==> config.mk <==
export PLATFORM = sky130hd
export DESIGN_NAME = vectored_intc
export DESIGN_NICKNAME = d
export VERILOG_FILES = /design/src/hw/intc_pkg.sv /design/src/hw/vectored_intc.sv
export SDC_FILE = /design/constraint.sdc
export NUM_CORES = 1
export LEC_CHECK = 0
export BUFFER_PORTS_ARGS = -buffer_cell sky130_fd_sc_hd__buf_2
export CORE_MARGIN = 2
export CORE_UTILIZATION = 56
export CTS_CLUSTER_SIZE = 40
export DETAILED_ROUTE_END_ITERATION = 10
export GPL_ROUTABILITY_DRIVEN = 0
export PLACE_DENSITY = 0.89
export SYNTH_ARGS = -nofsm -noshare
export SYNTH_HDL_FRONTEND = slang
export SYNTH_SLANG_ARGS = --single-unit
==> constraint.sdc <==
create_clock -name clk_sys_in -period 4.6 [get_ports clk_sys_in]
set_clock_uncertainty 0.15 [all_clocks]
set_input_delay 0.23 -clock clk_sys_in [delete_from_list [all_inputs] [get_ports clk_sys_in]]
set_output_delay 0.23 -clock clk_sys_in [all_outputs]
set_load 0.005 [all_outputs]
==> src/hw/intc_pkg.sv <==
// Constants shared by the vectored interrupt unit
package intc_pkg;
    localparam int          ADDR_W        = 10;
    localparam int          N_SRC         = 6;
    // Register indices; byte address is four times the index
    localparam logic [7:0]  IDX_PRIO      = 8'hf9;
    localparam logic [7:0]  IDX_FLAGS     = 8'hfa;
    localparam logic [7:0]  IDX_MASK      = 8'hfb;
    localparam logic [7:0]  IDX_CONFIG    = 8'hf0;
    localparam logic [7:0]  IDX_EVT_STAT  = 8'hf1;
    localparam logic [7:0]  IDX_EVT_MASK  = 8'hf2;
    // Reset values
    localparam logic [5:0]  FLAGS_RST     = 6'h00;
    localparam logic [1:0]  EDGE_RST      = 2'h0;
    localparam logic [7:0]  MASK_RST      = 8'h00;
    localparam logic [5:0]  PRIO_RST      = 6'h00;
    // Field positions
    localparam int          GLOBAL_EN_BIT = 7;
    localparam int          PROTECT_BIT   = 6;
    localparam int          REQ_ZERO      = 0;
    localparam int          REQ_ONE       = 1;
    localparam int          REQ_TWO       = 2;
    localparam int          REQ_T0        = 4;
    localparam int          REQ_T1        = 5;
    localparam int          EVT_GRANT     = 0;
    localparam int          EVT_BLOCK     = 1;
    // Protected upper general registers and AXI response codes
    localparam logic [7:0]  PROT_LO       = 8'h80;
    localparam logic [7:0]  PROT_HI       = 8'hef;
    localparam logic [1:0]  RESP_OKAY     = 2'h0;
    localparam logic [1:0]  RESP_SLVERR   = 2'h2;
endpackage

==> src/hw/vectored_intc.sv <==
// Six-source vectored interrupt unit with AXI4-Lite registers
//
// Behaviour
// - Six requests: three port-3 lines, software request, two timers.
// - Mask register enables each request and, via bit 7, all globally.
// - Among enabled pending requests a programmable priority encoder picks one.
// - Grant starts machine cycle: global disable, core saves state, vector jump.
// - Vector of source n is the byte pair at 2n, 2n+1.
// - Request one sets only on a falling edge of port line three.
// - Requests latch even while masked; software polls the flag register.
// - Comparator one feeds request two, comparator two feeds request zero.
// - Requests zero and two trigger on rising, falling or both edges.
// - Edge selection lives in bits 7 and 6 of the flag register.
// - Code 00 FF, 01 line1 F line2 R, 10 line1 R line2 F, 11 both.
// - Mask bit 6 set blocks writes to registers 80h to EFh.
//
// Added by the designer: the AXI4-Lite register port.
`timescale 1ns/1ps
module vectored_intc
(
    // Clock and reset
    input  wire logic                          clk_sys_in,
    input  wire logic                          resetn_in,
    // AXI4-Lite slave
    input  wire logic [intc_pkg::ADDR_W-1:0]   s_axi_awaddr_in,
    input  wire logic                          s_axi_awvalid_in,
    output logic                               s_axi_awready_out,
    input  wire logic [31:0]                   s_axi_wdata_in,
    input  wire logic [3:0]                    s_axi_wstrb_in,
    input  wire logic                          s_axi_wvalid_in,
    output logic                               s_axi_wready_out,
    output logic [1:0]                         s_axi_bresp_out,
    output logic                               s_axi_bvalid_out,
    input  wire logic                          s_axi_bready_in,
    input  wire logic [intc_pkg::ADDR_W-1:0]   s_axi_araddr_in,
    input  wire logic                          s_axi_arvalid_in,
    output logic                               s_axi_arready_out,
    output logic [31:0]                        s_axi_rdata_out,
    output logic [1:0]                         s_axi_rresp_out,
    output logic                               s_axi_rvalid_out,
    input  wire logic                          s_axi_rready_in,
    // Request sources
    input  wire logic                          port3_line1_in,
    input  wire logic                          port3_line2_in,
    input  wire logic                          port3_line3_in,
    input  wire logic                          comparator_one_out_in,
    input  wire logic                          comparator_two_out_in,
    input  wire logic                          timer0_request_in,
    input  wire logic                          timer1_request_in,
    // Core sequencer
    input  wire logic                          cpu_ack_in,
    input  wire logic                          iret_in,
    output logic                               int_pending_out,
    output logic [7:0]                         vector_addr_out,
    output logic                               int_cycle_out,
    // Register file write guard
    input  wire logic                          ram_wr_req_in,
    input  wire logic [7:0]                    ram_wr_addr_in,
    output logic                               ram_wr_allow_out,
    // Interrupt to system
    output logic                               irq_out
);
    import intc_pkg::*;

    typedef struct packed {
        logic [2:0]  sync1_p;
        logic [2:0]  sync2_p;
        logic [2:0]  prev_p;
        logic [1:0]  sync1_c;
        logic [1:0]  sync2_c;
        logic [1:0]  prev_c;
        logic [5:0]  req;
        logic [1:0]  edge_sel;
        logic [7:0]  mask;
        logic [5:0]  prio;
        logic        analog;
        logic [1:0]  evt_stat;
        logic [1:0]  evt_mask;
        logic        aw_got;
        logic        w_got;
        logic [ADDR_W-1:0] aw_addr;
        logic [31:0] wdata;
        logic        wen;
        logic        awready;
        logic        wready;
        logic        bvalid;
        logic [1:0]  bresp;
        logic        arready;
        logic        rvalid;
        logic [1:0]  rresp;
        logic [31:0] rdata;
        logic        pending;
        logic [2:0]  src;
        logic        cycle;
        logic        ram_allow;
        logic        irq;
    } state_type;

    state_type state;
    state_type next_state;

    function automatic logic hit(input logic [ADDR_W-1:0] a, input logic [7:0] idx);
        hit = (a == ADDR_W'({idx, 2'b00}));
    endfunction

    // Rotating pick: prio[2:0] names the source of highest rank
    function automatic logic [3:0] pick(input logic [5:0] p, input logic [2:0] base);
        logic [3:0] r;
        logic [2:0] s;
        r = 4'h0;
        for (int k = N_SRC - 1; k >= 0; k--)
        begin
            s = 3'((int'(base) + k) % N_SRC);
            if (p[s])
                r = {1'b1, s};
        end
        pick = r;
    endfunction

    logic [2:0] p_rise;
    logic [2:0] p_fall;
    logic [1:0] c_rise;
    logic [1:0] c_fall;
    logic       s0_r;
    logic       s0_f;
    logic       s2_r;
    logic       s2_f;
    logic [5:0] set_req;
    logic [3:0] choice;
    logic       blocked;
    logic       do_wr;
    logic [2:0] base;

    always_comb
    begin
        next_state = state;
        next_state.sync1_p = {port3_line3_in, port3_line2_in, port3_line1_in};
        next_state.sync2_p = state.sync1_p;
        next_state.prev_p = state.sync2_p;
        next_state.sync1_c = {comparator_two_out_in, comparator_one_out_in};
        next_state.sync2_c = state.sync1_c;
        next_state.prev_c = state.sync2_c;
        p_rise = state.sync2_p & ~state.prev_p;
        p_fall = ~state.sync2_p & state.prev_p;
        c_rise = state.sync2_c & ~state.prev_c;
        c_fall = ~state.sync2_c & state.prev_c;
        // Comparators take over lines one and two in analog mode
        s2_r = state.analog ? c_rise[0] : p_rise[0];
        s2_f = state.analog ? c_fall[0] : p_fall[0];
        s0_r = state.analog ? c_rise[1] : p_rise[1];
        s0_f = state.analog ? c_fall[1] : p_fall[1];
        set_req = 6'h00;
        set_req[REQ_TWO] = (state.edge_sel[1] & s2_r)
            | ((~state.edge_sel[1] | state.edge_sel[0]) & s2_f);
        set_req[REQ_ZERO] = (state.edge_sel[0] & s0_r)
            | ((~state.edge_sel[0] | state.edge_sel[1]) & s0_f);
        set_req[REQ_ONE] = p_fall[2];
        set_req[REQ_T0] = timer0_request_in;
        set_req[REQ_T1] = timer1_request_in;

        // AXI write path
        next_state.bvalid = state.bvalid & ~s_axi_bready_in;
        if (s_axi_awvalid_in && state.awready)
        begin
            next_state.aw_got = 1'b1;
            next_state.aw_addr = s_axi_awaddr_in;
        end
        if (s_axi_wvalid_in && state.wready)
        begin
            next_state.w_got = 1'b1;
            next_state.wdata = s_axi_wdata_in;
            next_state.wen = s_axi_wstrb_in[0];
        end
        do_wr = state.aw_got & state.w_got & ~state.bvalid;
        if (do_wr)
        begin
            next_state.aw_got = 1'b0;
            next_state.w_got = 1'b0;
            next_state.bvalid = 1'b1;
            next_state.bresp = RESP_OKAY;
            if (!(hit(state.aw_addr, IDX_FLAGS) || hit(state.aw_addr, IDX_MASK)
                || hit(state.aw_addr, IDX_PRIO) || hit(state.aw_addr, IDX_CONFIG)
                || hit(state.aw_addr, IDX_EVT_STAT) || hit(state.aw_addr, IDX_EVT_MASK)))
                next_state.bresp = RESP_SLVERR;
        end
        next_state.awready = ~next_state.aw_got & ~next_state.bvalid;
        next_state.wready = ~next_state.w_got & ~next_state.bvalid;

        // Grant handshake with the core
        if (state.pending && cpu_ack_in)
        begin
            next_state.req[state.src] = 1'b0;
            next_state.mask[GLOBAL_EN_BIT] = 1'b0;
        end
        next_state.cycle = state.pending & cpu_ack_in;
        if (iret_in)
            next_state.mask[GLOBAL_EN_BIT] = 1'b1;

        if (do_wr && state.wen)
        begin
            if (hit(state.aw_addr, IDX_FLAGS))
            begin
                next_state.req = state.wdata[5:0];
                next_state.edge_sel = state.wdata[7:6];
            end
            if (hit(state.aw_addr, IDX_MASK))
                next_state.mask = state.wdata[7:0];
            if (hit(state.aw_addr, IDX_PRIO))
                next_state.prio = state.wdata[5:0];
            if (hit(state.aw_addr, IDX_CONFIG))
                next_state.analog = state.wdata[0];
            if (hit(state.aw_addr, IDX_EVT_STAT))
                next_state.evt_stat = state.evt_stat & ~state.wdata[1:0];
            if (hit(state.aw_addr, IDX_EVT_MASK))
                next_state.evt_mask = state.wdata[1:0];
        end
        // Trigger wins over grant clear and software clear
        next_state.req = next_state.req | set_req;

        // Priority resolution; source latched even while globally disabled
        base = (state.prio[2:0] < 3'(N_SRC)) ? state.prio[2:0] : 3'h0;
        choice = pick(state.req & state.mask[5:0], base);
        next_state.pending = choice[3] & state.mask[GLOBAL_EN_BIT]
            & ~(state.pending & cpu_ack_in);
        if (choice[3])
            next_state.src = choice[2:0];

        // Upper register write protection
        blocked = ram_wr_req_in & state.mask[PROTECT_BIT]
            & (ram_wr_addr_in >= PROT_LO) & (ram_wr_addr_in <= PROT_HI);
        next_state.ram_allow = ram_wr_req_in & ~blocked;
        next_state.evt_stat = next_state.evt_stat
            | {blocked, state.pending & cpu_ack_in};
        next_state.irq = |(next_state.evt_stat & next_state.evt_mask);

        // AXI read path
        next_state.rvalid = state.rvalid & ~s_axi_rready_in;
        if (s_axi_arvalid_in && state.arready)
        begin
            next_state.rvalid = 1'b1;
            next_state.rresp = RESP_OKAY;
            next_state.rdata = 32'h0;
            if (hit(s_axi_araddr_in, IDX_FLAGS))
                next_state.rdata = {24'h0, state.edge_sel, 2'b00, state.req[3:0]}
                    | {26'h0, state.req[5:4], 4'h0};
            else if (hit(s_axi_araddr_in, IDX_MASK))
                next_state.rdata = {24'h0, state.mask};
            else if (hit(s_axi_araddr_in, IDX_PRIO))
                next_state.rdata = {26'h0, state.prio};
            else if (hit(s_axi_araddr_in, IDX_CONFIG))
                next_state.rdata = {31'h0, state.analog};
            else if (hit(s_axi_araddr_in, IDX_EVT_STAT))
                next_state.rdata = {30'h0, state.evt_stat};
            else if (hit(s_axi_araddr_in, IDX_EVT_MASK))
                next_state.rdata = {30'h0, state.evt_mask};
            else
                next_state.rresp = RESP_SLVERR;
        end
        next_state.arready = ~next_state.rvalid;
    end

    always_ff @(posedge clk_sys_in or negedge resetn_in)
    begin
        if (!resetn_in)
        begin
            state <= '0;
            state.req <= FLAGS_RST;
            state.edge_sel <= EDGE_RST;
            state.mask <= MASK_RST;
            state.prio <= PRIO_RST;
        end
        else
            state <= next_state;
    end

    assign s_axi_awready_out = state.awready;
    assign s_axi_wready_out = state.wready;
    assign s_axi_bvalid_out = state.bvalid;
    assign s_axi_bresp_out = state.bresp;
    assign s_axi_arready_out = state.arready;
    assign s_axi_rvalid_out = state.rvalid;
    assign s_axi_rresp_out = state.rresp;
    assign s_axi_rdata_out = state.rdata;
    assign int_pending_out = state.pending;
    assign vector_addr_out = {4'h0, state.src, 1'b0};
    assign int_cycle_out = state.cycle;
    assign ram_wr_allow_out = state.ram_allow;
    assign irq_out = state.irq;
endmodule

Yosys cells after proc, flatten, opt, wreduce, memory -nomap -nowiden --
Index checks and enable logic that the tools add are counted.
Word-level totals: output and inout bits 53, register bits after elaboration 111, bits of input ports 81, word-level logic and storage cells 184
Cells by class: bitwise operators 49, $add $sub $neg 5, reduce and logical (&&, ||, !) cells 16, div/mod/pow operators 6, equality and inequality tests 12, muxes and demuxes 53, order comparisons 11
Operator list (number):
- 32-bit by 4-bit remainder unit with 32-bit output, second input constant | 5
- 10-bit == test, second input constant | 12
- 35-bit two-way mux | 1
- 4-bit by 4-bit remainder unit with 32-bit output, second input constant | 1
- 8-bit two-way mux | 4
- 3-bit by 4-bit < comparator with 1-bit output, second input constant | 7
- 27-bit two-way mux | 1
- 2-bit two-way mux | 13
- 4-bit two-way mux | 6
- 1-bit binary-select mux with 3-bit select | 6
- 6-bit two-way mux | 3
- 1-bit bitwise AND | 17
- 1-bit two-way mux | 16
- 6-bit bitwise AND | 2
- 1-bit inverter | 11
- 2-bit bitwise AND | 5
- 3-bit by 2-bit adder with 4-bit output, second input constant | 2
- 3-bit by 3-bit adder with 4-bit output, second input constant | 2
- 8-bit greater-or-equal comparator, second input constant | 1
- 8-bit less-or-equal comparator, second input constant | 1
- 2-bit inverter | 4
- 8-bit by 6-bit OR with 8-bit output | 1
- 2-bit AND reduction | 4
- 1-bit logical AND | 6
- other kinds (13) | 21

Logic depth before layout (Yosys ltp) --
depth after elaboration 14, gate-level depth with buffers 12, gate-level depth less buffers 10

Worst setup path after synthesis --
OpenSTA, ideal clock, no wires.
kind register to register, start point reg state[99] (netlist name), end point reg state, in the netlist vector_addr_out[1], period minus slack after synthesis 2.648 ns, setup slack 1.952 ns, data arrival time 2.432 ns, cell stages (with the launch flop) 11, data required time 4.385 ns, buffers on the path 1, setup time 0.065 ns, cells stage by stage dfrtp_1 -> inv_1 -> ha_1 -> buf_6 -> mux2_4 -> o211ai_2 -> mux2_4 -> mux2i_4 -> o2111ai_1 -> a2111oi_0 -> a211o_1
On the way: cells in the longest elaborated chain, start to end 12, elaborated cells between the ends (all ways) 31, those cells by class add/sub: 5; div: 6; order compare: 1; mux: 19
Ends and longest elaborated chain:
- start, declared | RTL line vectored_intc.sv:99 | state_type state;
- start signal, assigned | RTL line vectored_intc.sv:273 | state <= next_state;
- 3-bit < comparator | RTL line vectored_intc.sv:221 | base = (state.prio[2:0] < 3'(N_SRC)) ? state.prio[2:0] : 3'h0;
- 3-bit two-way mux (*) | RTL line vectored_intc.sv:221
- 3-bit by 3-bit adder with 4-bit output | RTL line vectored_intc.sv:113 | s = 3'((int'(base) + k) % N_SRC);
- 32-bit by 4-bit remainder unit with 32-bit output | RTL line vectored_intc.sv:113
- 1-bit binary-select mux with 3-bit select | RTL line vectored_intc.sv:114 | if (p[s])
- 1-bit two-way mux (implied by the code) | RTL line vectored_intc.sv:114
- 4-bit two-way mux (5 in series) | RTL line vectored_intc.sv:114
- 4-bit two-way mux (*) | RTL line vectored_intc.sv:114
Mark *: on every way between the ends. The rest lies on a longest branch, timed or not. The select of a mux whose other input is x is not followed. A chain may end at the register's enable or synchronous reset.

Worst setup path after layout --
start point reg state[99] (netlist name), end point reg state, in the netlist vector_addr_out[2]
The elaborated chain is that of the path after synthesis.

==> results.md <==
GRT:
- For this run, the total global-route usage over all layers was measured as 25.3%.
- The global-route wire length before repair is 17.5 mm.
- The via count of the first global-routing pass was 3,744.
- The remaining global-route overflow is 0.
- The initial antenna violation count is 0.
- Entering global routing, the biggest net connects 86 pins.

Yosys:
- Yosys printed 0 warnings.
- Synthesis produced a netlist whose cell count is 455.
- The fraction of registers with async set/reset is 100%.
- In this run, distinct cell masters in the synthesized netlist total 63.
- The cell area after synthesis is 4640 sq um.
- The commonest register cell after synthesis is dfrtp_1.
- The average cell area after synthesis is 10.2 sq um.
- The sequential-to-total area share from yosys stat is 45.8%.
- Counting flops with a built-in enable in the synthesized netlist gives 0.
- Counting flops and latches in the post-synthesis netlist gives 85.

Power:
- VDD sags by at most 0.352 mV.
- For this design the ratio of total power to cell area is 347 nW/um^2.
- Summed over all cells, the static leakage comes to 2.49 nW.
- Power comes to 1.84 mW.

Worst setup path:
- The setup path with the least slack is of type reg2reg.
- The worst setup path is captured at a register.
- The delay of the slowest cell on the worst path is 0.51 ns.
- The required arrival time at the worst endpoint is 4.67 ns.
- STA classifies the critical path startpoint as a register.
- STA puts the critical path data arrival time at 3.49 ns.
- Walking the worst path, the cells encountered are inv_1 > ha_1 > inv_1 > or3_1 > o22ai_1 > nor2_1 > a21oi_2 > a32oi_1 > a2111oi_0 > o2bb2ai_1.
- On the critical path, the stage with the largest delay is an instance of ha_1.
- In this run the worst path has a maximum fanout of 16.
- The most prevalent standard cell on the critical path is inv_1.

Drt:
- Using the TritonRoute via totals, the vias-per-cell ratio works out to 5.77.
- The total DRC errors in the routed layout is 0.
- The via count of the routed design is 3,730.
- The number of design-rule violations left by the first detailed-router iteration is 296.
- The pre-antenna-repair detailed-routing pass consisted of 5 iterations.
- Summed over all layers, the routed wires come to 10.6 mm.
- The count of nets left with antenna violations once routing finished came out at 0.
- In the final routed layout, each cell accounts on average for 16.3 um.

Placement:
- Port buffering added 71 buffers.
- Detailed placement ended at an HPWL of 7.52 mm.
- The placed instances occupy a cell area of 4820 sq um.

Floorplan:
- The vertical die dimension is 95.0 um.
- From left edge to right edge, the die measures 95.0 um.
- During I/O placement, the number of pins put on the boundary was 134.
- The core area is 8130 sq um.
- The floorplan has 33 rows.
- The die covers 9030 sq um.
- Once the floorplan was initialized, standard cells occupied 57.0% of the core.

STA:
- After layout, the minimum clock period comes to 3.43 ns.
- In this run the tightest slew margin relative to its limit is 31.2%.
- The number of hold-slack violations in the final timing report is 0.
- Setup violations remaining at the end of the flow were counted as 0.
- At the pin with the least slew margin, the transition time is 1.03 ns.
- Setup repair after global routing left no endpoint under its margin.
- For the final routed database, the setup TNS stands at 0 ns.
- The final count of pins violating max slew is 0.
- The final clock period utilization by the worst path is 74.5%.
- The maximum clock frequency is 292 MHz.

Hold path:
- The class of the most critical hold timing path is in2reg.

Layout:
- The area growth from synthesis to layout is 13.9%.
- The post-route netlist has 24.5% of its cells at a drive strength greater than 1.
- With fillers left out, the area of the finished cells amounts to 5280 sq um.
- 0 antenna diodes ended up in the layout.
- At the end of the flow, the number of nets in the layout was 624.
- The filler cell count in the final layout is 615.

Clocking:
- TritonCTS created 9 clock buffers.
- The maximum buffer depth of the clock tree is 2.
- The clock latency at the later pin of the worst-skew pair is 0.36 ns.
- For this design, the sink count on the clock tree is 85.
- The H-tree was split into 3 levels.
- The CTS tree is built.
- In this run the clock root is driven by a clkbuf_8.
- Clock-pin slew was measured on the worst setup and hold paths at 0.08 ns.

Run status:
- The flow ran to the end, and the final reports show no timing, DRC or antenna violations.

Run:
- The max capacitance violation total is 0.
==> worst paths after layout <==
check                                       start                 end  slack, ns  cells past startpoint
worst max register to register          state[99]  vector_addr_out[2]       1.17                     10
min in group asynchronous               resetn_in           state[81]       0.44                      2
max in group asynchronous               resetn_in          state[102]       3.20                      2
worst min-delay path            ram_wr_addr_in[5]    ram_wr_allow_out       0.04                      3
worst max-delay path                    state[99]  vector_addr_out[2]       1.17                     10
worst min register to register    next_state[123]     next_state[121]       0.20                      0
==> report_power, final <==
part	internal, mW	total (mW)	switching (mW)	leakage, nW
Clock	0.195	0.459	0.264	0.0829
Combinational	0.190	0.358	0.168	1.36
Sequential	0.879	1.02	0.139	1.05
==> sequential cells by signal, indices dropped and copies added (netlist names), 3 cells and up <==
signal,count
s_axi_rdata_out,8
vector_addr_out,3
next_state,10
state,53
==> final cells by class <==
class / instances / area, sq um / area share [%]
clock buffers: 10 / 128 / 2.42
well taps: 105 / 131 / 2.49
clock inverters: 5 / 35.0 / 0.663
flip-flops and latches: 85 / 2130 / 40.3
multi-input cells: 323 / 2140 / 40.4
repair buffers: 101 / 658 / 12.5
inverters: 18 / 67.6 / 1.28
==> worst max-delay path, delay by kind of cell, from the launching register on <==
family / cells / cell delay (ns)
buffers and inverters: 2 / 0.41
adder cells (fa/ha/maj): 1 / 0.51
flip-flops: 1 / 0.45
AO/OA/AOI/OAI: 5 / 1.22
AND/OR/NAND/NOR: 2 / 0.53
==> synth_stat cells (all sizes together) (2+ instances only) <==
master,number,share of area (%)
nor3b,2,0.54
a31oi,6,0.81
a21o,4,0.65
o32ai,2,0.38
o31ai,12,2.0
nor2b,6,0.97
nand2b,4,0.54
nand2,51,4.1
clkbuf,7,0.57
o21ai,24,2.6
nand3b,4,0.65
a311o,2,0.43
a211o,5,0.94
mux2i,16,3.7
nor3,4,0.43
a2111oi,2,0.38
nor4b,2,0.70
o211ai,4,0.76
a211oi,2,0.32
a32oi,4,0.76
dfrtp,85,46
nand4,3,0.40
a21oi,18,2.0
mux2,37,9.3
ha,5,1.3
nor4,3,0.40
inv,18,1.5
nand3,9,0.97
or3,3,0.40
o221ai,2,0.38
nor2,37,3.0
o22ai,2,0.27
buf,52,8.5
==> cells in the final DEF, fill, tap and decap left out, types with 3 or more instances in the layout <==
cell type      netlist  routed
clkbuf_8             0       9
a32oi_1              4       4
a21o_1               4       4
mux2_4               4       4
a211o_1              5       5
dlygate4sd3_1        0      30
o21ai_0             23      23
buf_2                1      70
nand3b_1             4       4
nand2_1             51      51
nor4_1               3       3
nor3_1               4       4
a21oi_1             17      17
inv_1               18      18
or3_1                3       3
nand2b_1             4       4
nor2_1              36      36
dfrtp_1             85      85
nand3_1              9       9
mux2_2              33      33
o211ai_1             3       3
o31ai_1             11      11
mux2i_1             15      15
conb_1               1      31
nor2b_1              5       5
nand4_1              3       3
ha_1                 5       5
a31oi_1              6       6
==> timing repair <==
item,4_1_cts,5_1_grt
setup buffers,0,0
resized for setup,0,0
hold endpoints to repair,114,0
hold buffers,30,0
==> metal layers <==
layer	wire [um]	GRT usage [%]	vias up
met5	0	0	-
met4	191	9.30	0
met3	657	4.90	20
met2	5680	47.4	173
met1	4050	28.5	1827
li1	-	-	1710
==> stage by stage <==
stage                     setup slack (ns)  hold slack (ns)  std cells  utilization, %
final                                 1.17           0.0361        647            64.9
after CTS                             1.24           0.0281        647            64.9
after global placement                1.39            0.182        602            59.3
after detailed placement              1.26            0.186        602            59.3
after global routing                 0.956           0.0461        647            64.9
after floorplan                       1.95           -0.216        485               -
==> cell families (layout without fill, tap and decap cells) <==
kind of cell	after synthesis	in the layout	share of synthesized area (%)
AO/OA/AOI/OAI	99	99	14.6
multiplexers	53	53	13.0
other	1	31	0.0808
XOR/XNOR	1	1	0.189
adder cells (fa/ha/maj)	5	5	1.35
flip-flops	85	85	45.8
buffers and inverters	77	134	10.5
AND/OR/NAND/NOR	134	134	14.4
(Power assumes the default switching activity.)
